`src/design/alarm_flags_defs.svh`:
```
`ifndef ALARM_FLAGS_DEFS_SVH
`define ALARM_FLAGS_DEFS_SVH
// Behaviour
// - all masked: every second; seconds-only: per minute
// - seconds, minutes unmasked: alarm once per hour
// - date masked only: alarm once per day
// - nothing masked: full date-time match needed
// - supply monitor trip sets supply-fail flag
// - enabled supply-fail flag drives interrupt low
// - interrupt leads reset by warning interval
// - low battery at power-up clears good flag
// - byte masked when both top bits set
// - compare on update; set flag, interrupt if enabled
// - stable flags read clears flags, releases interrupt
`define ADDR_ALARM_SEC 4'h1
`define ADDR_ALARM_MIN 4'h3
`define ADDR_ALARM_HOUR 4'h5
`define ADDR_ALARM_DATE 4'h7
`define ADDR_INT_ENABLE 4'hC
`define ADDR_FLAGS 4'hD
`define MASK_HIGH_BIT 7
`define MASK_LOW_BIT 6
`define ALARM_RESET 8'h00
// enable register bits
`define BIT_ALARM_IRQ_EN 3
`define BIT_SUPPLY_IRQ_EN 2
// flags register bits
`define BIT_ALARM_HIT 3
`define BIT_SUPPLY_FAIL 2
`define BIT_BATTERY_GOOD 0
// read must hold address this long before clearing
`define FLAGS_HOLD_NS 50
`define CLK_PERIOD_NS 20
`define FLAGS_HOLD_CYC ((`FLAGS_HOLD_NS + `CLK_PERIOD_NS - 1) / `CLK_PERIOD_NS)
// warning lead before reset, in microseconds
`define WARN_LEAD_US 100
`define WARN_LEAD_CYC (`WARN_LEAD_US * 1000 / `CLK_PERIOD_NS)
`endif

```
`src/design/alarm_flags_pkg.sv`:
```
package alarm_flags_pkg;
  // current time-of-day bytes from the counters
  typedef struct packed {
    logic [7:0] date;
    logic [7:0] hours;
    logic [7:0] minutes;
    logic [7:0] seconds;
  } time_s;
  typedef enum logic [1:0] {
    PF_IDLE = 2'b00,
    PF_WARN = 2'b01,
    PF_RESET = 2'b10
  } supply_state_e;
endpackage

```
`src/design/alarm_match.sv`:
```
`include "alarm_flags_defs.svh"
module alarm_match
  import alarm_flags_pkg::*;
(
  input wire logic [31:0] compareBytes,
  input wire time_s nowTime,
  output logic hit
);
  // a byte counts when its two mask bits are not both set
  function automatic logic byteOk(input logic [7:0] cmp, input logic [7:0] cur);
    byteOk = (cmp[`MASK_HIGH_BIT] & cmp[`MASK_LOW_BIT]) || (cmp == cur);
  endfunction

  logic [3:0] ok;
  genvar i;
  generate
    for (i = 0; i < 4; i++) begin : g_byte
      assign ok[i] = byteOk(compareBytes[8*i +: 8], nowTime[8*i +: 8]);
    end
  endgenerate
  // all masked gives a hit on every update; masks pick the rate
  assign hit = &ok;
endmodule

```
`src/design/alarm_flags.sv`:
```
`include "alarm_flags_defs.svh"
module alarm_flags
  import alarm_flags_pkg::*;
#(
  parameter int WARN_CYC = `WARN_LEAD_CYC
)
(
  input wire logic clk,
  input wire logic reset,
  input wire logic [3:0] addr,
  input wire logic [7:0] wrData,
  input wire logic wrEn,
  input wire logic rdEn,
  output logic [7:0] rdData,
  input wire time_s nowTime,
  input wire logic updateTick,
  input wire logic supplyLowPin,
  input wire logic batteryLowPin,
  input wire logic powerUpPulse,
  output logic intOut,
  output logic intOe,
  output logic cpuReset_r
);
  // alarm compare bytes and the two interrupt enables
  logic [7:0] almSec_r, almMin_r, almHour_r, almDate_r;
  logic alarmIrqEn_r, supplyIrqEn_r;

  // event flags and the power-up battery status
  logic alarmHit_r, supplyFail_r, batteryGood_r;
  logic hit, clearFlags, intReq;

  // two-flop synchronisers for the analog pins
  logic [1:0] supplySync_r, battSync_r;

  // flags-read qualifier, interrupt driver and power-fail sequencer
  logic [1:0] holdCnt_r;
  logic intAct_r;
  logic [31:0] warnCnt_r;
  supply_state_e pfState_r;

  // last count of the flags hold and of the warning lead
  localparam logic [1:0] HOLD_LAST = 2'(`FLAGS_HOLD_CYC - 1);
  localparam logic [31:0] WARN_LAST = 32'(WARN_CYC - 1);

  // a flags-register read request, used by the hold counter and the clear
  function automatic logic isFlagsRead(input logic en, input logic [3:0] a);
    isFlagsRead = en && (a == `ADDR_FLAGS);
  endfunction

  // compare bytes run date down to seconds, the same order as the time struct
  alarm_match u_match (
    .compareBytes({almDate_r, almHour_r, almMin_r, almSec_r}),
    .nowTime(nowTime),
    .hit(hit)
  );

  // pins from the analog side go through two flops
  always_ff @(posedge clk or posedge reset) begin
    if (reset) begin
      supplySync_r <= 2'h0;
      battSync_r <= 2'h0;
    end else begin
      supplySync_r <= {supplySync_r[0], supplyLowPin};
      battSync_r <= {battSync_r[0], batteryLowPin};
    end
  end

  // register writes
  always_ff @(posedge clk or posedge reset) begin
    if (reset) begin
      almSec_r <= `ALARM_RESET;
      almMin_r <= `ALARM_RESET;
      almHour_r <= `ALARM_RESET;
      almDate_r <= `ALARM_RESET;
      alarmIrqEn_r <= 1'b0;
      supplyIrqEn_r <= 1'b0;
    end else if (wrEn) begin
      unique case (addr)
        `ADDR_ALARM_SEC: almSec_r <= wrData;
        `ADDR_ALARM_MIN: almMin_r <= wrData;
        `ADDR_ALARM_HOUR: almHour_r <= wrData;
        `ADDR_ALARM_DATE: almDate_r <= wrData;
        `ADDR_INT_ENABLE: begin
          alarmIrqEn_r <= wrData[`BIT_ALARM_IRQ_EN];
          supplyIrqEn_r <= wrData[`BIT_SUPPLY_IRQ_EN];
        end
        default: ;
      endcase
    end
  end

  // count cycles the flags address is held under read; a glitch won't clear
  // the count saturates so a long read clears once, not every cycle
  always_ff @(posedge clk or posedge reset) begin
    if (reset) begin
      holdCnt_r <= 2'h0;
    end else if (isFlagsRead(rdEn, addr)) begin
      if (holdCnt_r != 2'h3) begin
        holdCnt_r <= holdCnt_r + 2'h1;
      end
    end else begin
      holdCnt_r <= 2'h0;
    end
  end
  assign clearFlags = (holdCnt_r == HOLD_LAST) && isFlagsRead(rdEn, addr);

  // event flags: set beats clear in the same cycle
  always_ff @(posedge clk or posedge reset) begin
    if (reset) begin
      alarmHit_r <= 1'b0;
      supplyFail_r <= 1'b0;
    end else begin
      if (updateTick && hit) begin
        alarmHit_r <= 1'b1;
      end else if (clearFlags) begin
        alarmHit_r <= 1'b0;
      end
      // supply flag sets only on leaving idle; a read in the warning clears it for good
      if (supplySync_r[1] && pfState_r == PF_IDLE) begin
        supplyFail_r <= 1'b1;
      end else if (clearFlags) begin
        supplyFail_r <= 1'b0;
      end
    end
  end

  // battery checked only at power-up; status, not an event flag
  // between power-ups the pin is ignored, so a sagging cell cannot flip it
  always_ff @(posedge clk or posedge reset) begin
    if (reset) begin
      batteryGood_r <= 1'b1;
    end else if (powerUpPulse) begin
      batteryGood_r <= ~battSync_r[1];
    end
  end

  // warning interval between interrupt and reset
  always_ff @(posedge clk or posedge reset) begin
    if (reset) begin
      pfState_r <= PF_IDLE;
      warnCnt_r <= 32'h0;
      cpuReset_r <= 1'b0;
    end else begin
      unique case (pfState_r)
        PF_IDLE: begin
          cpuReset_r <= 1'b0;
          if (supplySync_r[1]) begin
            pfState_r <= PF_WARN;
            warnCnt_r <= 32'h0;
          end
        end
        // a recovery during the lead still runs to reset; the lead is never cut short
        PF_WARN: begin
          if (warnCnt_r == WARN_LAST) begin
            pfState_r <= PF_RESET;
            cpuReset_r <= 1'b1;
          end else begin
            warnCnt_r <= warnCnt_r + 32'h1;
          end
        end
        // reset holds until the synced pin shows the supply back
        PF_RESET: begin
          if (!supplySync_r[1]) begin
            pfState_r <= PF_IDLE;
            cpuReset_r <= 1'b0;
          end
        end
        default: pfState_r <= PF_IDLE;
      endcase
    end
  end

  // request for the pin: any flag whose enable is set
  assign intReq = (alarmHit_r & alarmIrqEn_r) | (supplyFail_r & supplyIrqEn_r);

  // interrupt pin: open drain, driven low while any enabled flag set
  always_ff @(posedge clk or posedge reset) begin
    if (reset) begin
      intAct_r <= 1'b0;
    end else begin
      intAct_r <= intReq;
    end
  end
  assign intOe = intAct_r;

  // pin data from its own flop; always low while the enable is high
  always_ff @(posedge clk or posedge reset) begin
    if (reset) begin
      intOut <= 1'b1;
    end else begin
      intOut <= ~intReq;
    end
  end

  // read data registered; unmapped addresses read zero
  always_ff @(posedge clk or posedge reset) begin
    if (reset) begin
      rdData <= 8'h00;
    end else begin
      rdData <= 8'h00;
      if (rdEn) begin
        unique case (addr)
          `ADDR_ALARM_SEC: rdData <= almSec_r;
          `ADDR_ALARM_MIN: rdData <= almMin_r;
          `ADDR_ALARM_HOUR: rdData <= almHour_r;
          `ADDR_ALARM_DATE: rdData <= almDate_r;
          `ADDR_INT_ENABLE: begin
            rdData[`BIT_ALARM_IRQ_EN] <= alarmIrqEn_r;
            rdData[`BIT_SUPPLY_IRQ_EN] <= supplyIrqEn_r;
          end
          // the read returns the flags as they stood before the clear lands
          `ADDR_FLAGS: begin
            rdData[`BIT_ALARM_HIT] <= alarmHit_r;
            rdData[`BIT_SUPPLY_FAIL] <= supplyFail_r;
            rdData[`BIT_BATTERY_GOOD] <= batteryGood_r;
          end
          default: ;
        endcase
      end
    end
  end
endmodule

```
`config.mk`:
```
export PLATFORM = sky130hd
export DESIGN_NAME = alarm_flags
export DESIGN_NICKNAME = d
export VERILOG_FILES = /design/src/design/alarm_flags_pkg.sv /design/src/design/alarm_match.sv /design/src/design/alarm_flags.sv
export VERILOG_INCLUDE_DIRS = /design/src /design/src/design
export SDC_FILE = /design/constraint.sdc
export NUM_CORES = 1
export LEC_CHECK = 0
export ABC_AREA = 1
export BUFFER_PORTS_ARGS = -buffer_cell sky130_fd_sc_hd__buf_2
export CORE_ASPECT_RATIO = 0.5
export CORE_MARGIN = 1.5
export CORE_UTILIZATION = 45
export DETAILED_ROUTE_END_ITERATION = 12
export GPL_TIMING_DRIVEN = 0
export PLACE_DENSITY = 0.65
export SETUP_SLACK_MARGIN = 0.3
export SLEW_MARGIN = 20
export SYNTH_ARGS = -nofsm -noshare
export SYNTH_HDL_FRONTEND = slang
export SYNTH_HIERARCHICAL = 1
export SYNTH_SLANG_ARGS = --single-unit
```
`constraint.sdc`:
```
create_clock -name clk -period 3.7 [get_ports clk]
set_input_delay 1.11 -clock clk [delete_from_list [all_inputs] [get_ports clk]]
set_output_delay 1.11 -clock clk [all_outputs]
set_load 0.05 [all_outputs]
```
**Word-level counts from Yosys, hierarchy flattened**

Index checks and enable logic that the tools add are counted.

- Output and inout bits: 11
- Logic and storage cells: 91
- Latch bits: 0
- Bits in registers: 88
- Bits of input ports: 52
- Memories kept: 0
- Memory bits (writable): 0
- Memory bits (read-only): 0

- Muxes and demuxes: 20
- Equality and inequality tests: 20
- Multiply operators: 0
- Reduce and logical (&&, ||, !) cells: 22
- Add/subtract/negate cells: 2
- Shifts and indexed selects: 0
- Bitwise logic cells: 9
- $lt $le $gt $ge: 0
- Div/mod/pow operators: 0

Operator list:

| kind | number |
|---|---|
| 2-to-1 mux 32 bit | 2 |
| one-hot mux 32 bit (2 select lines) | 1 |
| adder 32 x 1 -> 32 bit (second input constant) | 1 |
| == test 32 x 13 -> 1 bit (second input constant) | 1 |
| == test 8 bit | 4 |
| one-hot mux 4 bit (4 select lines) | 1 |
| one-hot mux 2 bit (6 select lines) | 1 |
| 2-to-1 mux 2 bit | 5 |
| != test 2 bit (second input constant) | 5 |
| AND reduction 2 bit | 5 |
| AND reduction 3 bit | 3 |
| == test 4 x 3 -> 1 bit (second input constant) | 2 |
| == test 4 bit (second input constant) | 2 |
| 2-to-1 mux 8 bit | 1 |
| bitwise AND 1 bit | 6 |
| one-hot mux 2 bit (3 select lines) | 1 |
| nonzero test 2 bit | 3 |
| 2-to-1 mux 1 bit | 5 |
| one-hot mux 1 bit (5 select lines) | 1 |
| == test 2 bit (second input constant) | 2 |
| == test 4 x 1 -> 1 bit (second input constant) | 1 |
| == test 4 x 2 -> 1 bit (second input constant) | 1 |
| logical AND 1 bit | 4 |
| logical OR 1 bit | 4 |
| 10 further kinds | 11 |

**Depth between registers and ports, before layout**

- Depth in word-level cells: 5
- Mapped depth: 11
- Gate-level depth less buffers: 11

**Modules after synthesis**

The synthesis kept the hierarchy.

Modules (own cells, without submodules):

| module | instances | area each (um^2) | sequential area each (um^2) | cells each |
|---|---|---|---|---|
| alarm_flags | 1 | 4665.7 | 2204.6 | 629 |
| alarm_match | 1 | 516.7 | 0.0 | 107 |

**Worst setup path before layout**

Ideal clock, no wire load.

- Path kind: in2reg
- Start point: input port addr[3]
- End point: register almMin_r[7]
- Stages: 6
- Data arrival time: 1.997 ns
- Setup time: 0.122 ns
- Setup slack: 1.581 ns
- Path buffers: 2
- Data required time: 3.578 ns
- Cell sequence: buf_2 -> nor3_4 -> nand2_2 -> buf_2 -> nand2_1 -> o21ai_1

- Longest elaborated chain between the ends: 2

Ends and longest elaborated chain:

| what | RTL line | source |
|---|---|---|
| start, declared | alarm_flags.sv:10 | `input wire logic [3:0] addr,` |
| == test 4 x 2 -> 1 bit | alarm_flags.sv:78 | `unique case (addr)` |
| AND reduction 2 bit (no source line) | -- |  |
| end signal, assigned | alarm_flags.sv:72 | `` almMin_r <= `ALARM_RESET; `` |
| end signal, assigned | alarm_flags.sv:80 | `` `ADDR_ALARM_MIN: almMin_r <= wrData; `` |
| end, declared | alarm_flags.sv:25 | `logic [7:0] almSec_r, almMin_r, almHour_r, almDate_r;` |

Every way passes these cells.
A chain may end at the register's enable or synchronous reset.

**Worst setup path after layout**

- Start point: register intOut
- End point: output port intOut

RTL lines:

| what | RTL line | source |
|---|---|---|
| start, declared | alarm_flags.sv:20 | `output logic intOut,` |
| start signal, assigned | alarm_flags.sv:191 | `intOut <= ~intReq;` |

No word-level cell between the ends.

==> summary.md <==
| Metric | Value |
|---|---|
| Routability cong. | 0.906 |
| # placed instances | 943 |
| Die area | between 10000 and 15000 sq um |
| P per Cell Area | 433 nW/um^2 |
| Post-CTS sizing | 0 |
| Most common cell in the netlist | nand2_1 |
| Top post-synthesis cells by area | dfrtp_1 (42%), nand2_1 (20%), nand3_1 (9.0%), nor2_1 (5.7%), inv_1 (5.0%) |
| CTS H-tree lvls | 3 |
| Die Ht | 78.9 um |
| Synth Net Count | 791 |
| Initial Utilization | 0.466 |
| Port bufs | 61 |
| Synth Flop Type | dfrtp_1 |
| Tot Pwr | 2.58 mW |
| Core area | 11100 sq um |
| Final hold violations | 0 |
| Wirelength per Cell | 13.5 um |
| ANT cells | 0 |
| Worst-path cell chain | buf_2 |
| Startpoint types | flip-flop |
| CP Data Arrival Time | around 1.1 ns |
| Hold crit path type | flip-flop to flip-flop |
| Final WS setup | 1.50 ns |
| Slew @ Worst Pin | 0.593 ns |
| Pin count of the biggest net entering global routing | 50 |
| First-pass GRT wire length | 22100 um |
| Layout area overhead | 15.2% |
| Vias in the first global route | about 4400 |
| GRT overflow | 0 |
| Chip width | 155 um |
| Via count | 4837 |
| 1st-iter DRT viols | 267 |
| Post-synth EDFFs | 0 |
| Fin util | 0.537 |
| CTS tree | yes |
| TritonCTS Buffers | 9 |
| Post-route DRC | 0 |
| Syn avg cell area | 7.04 sq um |
| CTS root buf | clkbuf_16 |
| Tmin final | 2.20 ns |
| Drt pass-1 iters | 5 |
| Nets@finish | 864 |
| # setup viols final | 0 |
| Setup Buffers After CTS | 0 |
| HPWL after detailed placement | 10200 um |
| Post-Synthesis Cells | 736 |
| Buf+Inv Stages, Crit Path | 1 |
| Site Rows | 27 |
| Cell taking the most area after synthesis | dfrtp_1 |
| Maxcap violations | 0 |
| Async SR Flop Fraction | 1.00 |
| Clock Latency Late Sink | 0.34 ns |
| F_max | 454 MHz |
| I/O pin count | 63 |
| Vias/cell | 5.05 |
| Critical path's largest stage delay | 0.51 ns |
| Post-synth top cells | nand2_1 (271), nand3_1 (93), dfrtp_1 (86) |
| Status | finished clean |
| Cts hold-fix bufs | 0 |
| Worst relative slew slack | 0.605 |
| Layout fillers | 1087 |
| Total negative slack | 0 ns |
| Clock transition at the registers of the reported paths | 0.07 ns |
| Clk_skew | about 0.0065 ns |
| Yosys warnings | 6 |
| Sequential cell area fraction in the yosys report | 0.425 |
| Critical-path maximum fanout | 1 |
| Delay-heaviest family, CP | flip-flops |
| Final period util | 0.596 |
| GR Util All Layers | 0.232 |
| Drt total wl | 12900 um |
| Req. time, crit path | 2.59 ns |
| Post-synthesis sequential element count | 88 |
| Initial antenna violation count | 0 |
| RSZ-0062 raised after global routing | no |
| Slew Limit Fails | 0 |
| Yosys top cell area share | 0.415 |
| Sink Count | 88 |
| Share of cells above drive strength 1 | 0.141 |
| Setup WS pre-CTS | 1.34 ns |
| CP Capture Type | primary output |
| Post-route ant nets | 0 |
| CTS Buffer Depth | 2 |
| Synthesized area | between 5000 and 6000 sq um |
| Post-synthesis cell type count | 32 |
| Critical path's slowest cell | dfstp_2 |
| Peak VDD IR | between 0.2 and 0.25 mV |
| WS Path Type | flip-flop to primary output |
| Finished Layout Cells | 958 |
| Leak | 2.99 nW |
registers in the layout, indices dropped and copies added (netlist names):
signal / cells
alarmHit_r: 1
supplySync_r: 2
holdCnt_r: 2
almSec_r: 8
alarmIrqEn_r: 1
battSync_r: 2
almHour_r: 8
supplyIrqEn_r: 1
intOut: 1
almMin_r: 8
batteryGood_r: 1
cpuReset_r: 1
intOe: 1
supplyFail_r: 1
warnCnt_r: 32
pfState_r: 2
rdData: 8
almDate_r: 8
kinds of logic after synthesis:
| logic type | synth area share |
|---|---|
| simple gates | 0.386 |
| xor+xnor | 0.0507 |
| fa+ha+maj | 0.00724 |
| buf+inv | 0.0719 |
| compound gates | 0.0589 |
| flops | 0.425 |
worst reg2reg max path, cell delays in order (launching register included):
cell,delay (ns)
dfrtp_1,0.39
ha_1,0.19
nand2_1,0.13
nor2_4,0.20
nand2_1,0.23
nor2_2,0.26
nand3_1,0.11
nand3_1,0.09
nand2_1,0.06
metal layers:
layer  global-route usage  part of all wire  vias to the layer above
met1                0.315              0.48                     2241
li1                     -                 -                     2462
met2                0.379              0.46                      118
met4               0.0654             0.013                        0
met3               0.0480             0.043                       16
met5                    0                 0                        -
layout by cell type, fill, tap and decap left out, types with 7 or more instances in the layout:
master,instances
nand2_1,271
nand3_1,93
dfrtp_1,86
nor2_1,79
inv_1,68
buf_2,68
o21ai_1,24
xnor2_1,23
o21ai_0,18
clkbuf_16,9
xor2_1,7
cell type report:
class                           instances  area, sq um  area share
Timing Repair Buffer                   62          333      0.0558
Clock inverter                          6         43.8     0.00734
Tap cell                              145          181      0.0304
Inverter                               74          280      0.0470
Clock buffer                            9          225      0.0377
Sequential cell                        88         2200       0.369
Buffer                                 16         95.1      0.0159
Multi-Input combinational cell        558         2610       0.436
per-stage QoR:
step,area [sq um],hold slack (ns)
2_1_floorplan,5180,0.331
3_3_place_gp,5670,0.333
3_5_place_dp,5700,0.337
4_1_cts,5970,0.351
5_1_grt,5970,0.355
6_report,5970,0.349
where the power goes:
group	internal, mW	switching [mW]
sequential	1.09	0.132
combinational	0.201	0.314
clock	0.456	0.391
final timing paths:
| kind | start | slack (ns) | endpoint | cells after the start |
|---|---|---|---|---|
| max reg2reg | warnCnt_r[0]$_DFFE_PP0P_ | 1.93 | warnCnt_r[26]$_DFFE_PP0P_ | 8 |
| max in group asynchronous | reset | 2.23 | intOut$_DFF_PP1_ | 3 |
| max | intOut$_DFF_PP1_ | 1.50 | intOut | 1 |
| min reg2reg | supplySync_r[0]$_DFF_PP0_ | 0.35 | supplySync_r[1]$_DFF_PP0_ | 0 |
| min in group asynchronous | reset | 0.80 | rdData[4]$_DFF_PP0_ | 2 |
| min | supplySync_r[0]$_DFF_PP0_ | 0.35 | supplySync_r[1]$_DFF_PP0_ | 0 |
(Power assumes the default switching activity.)
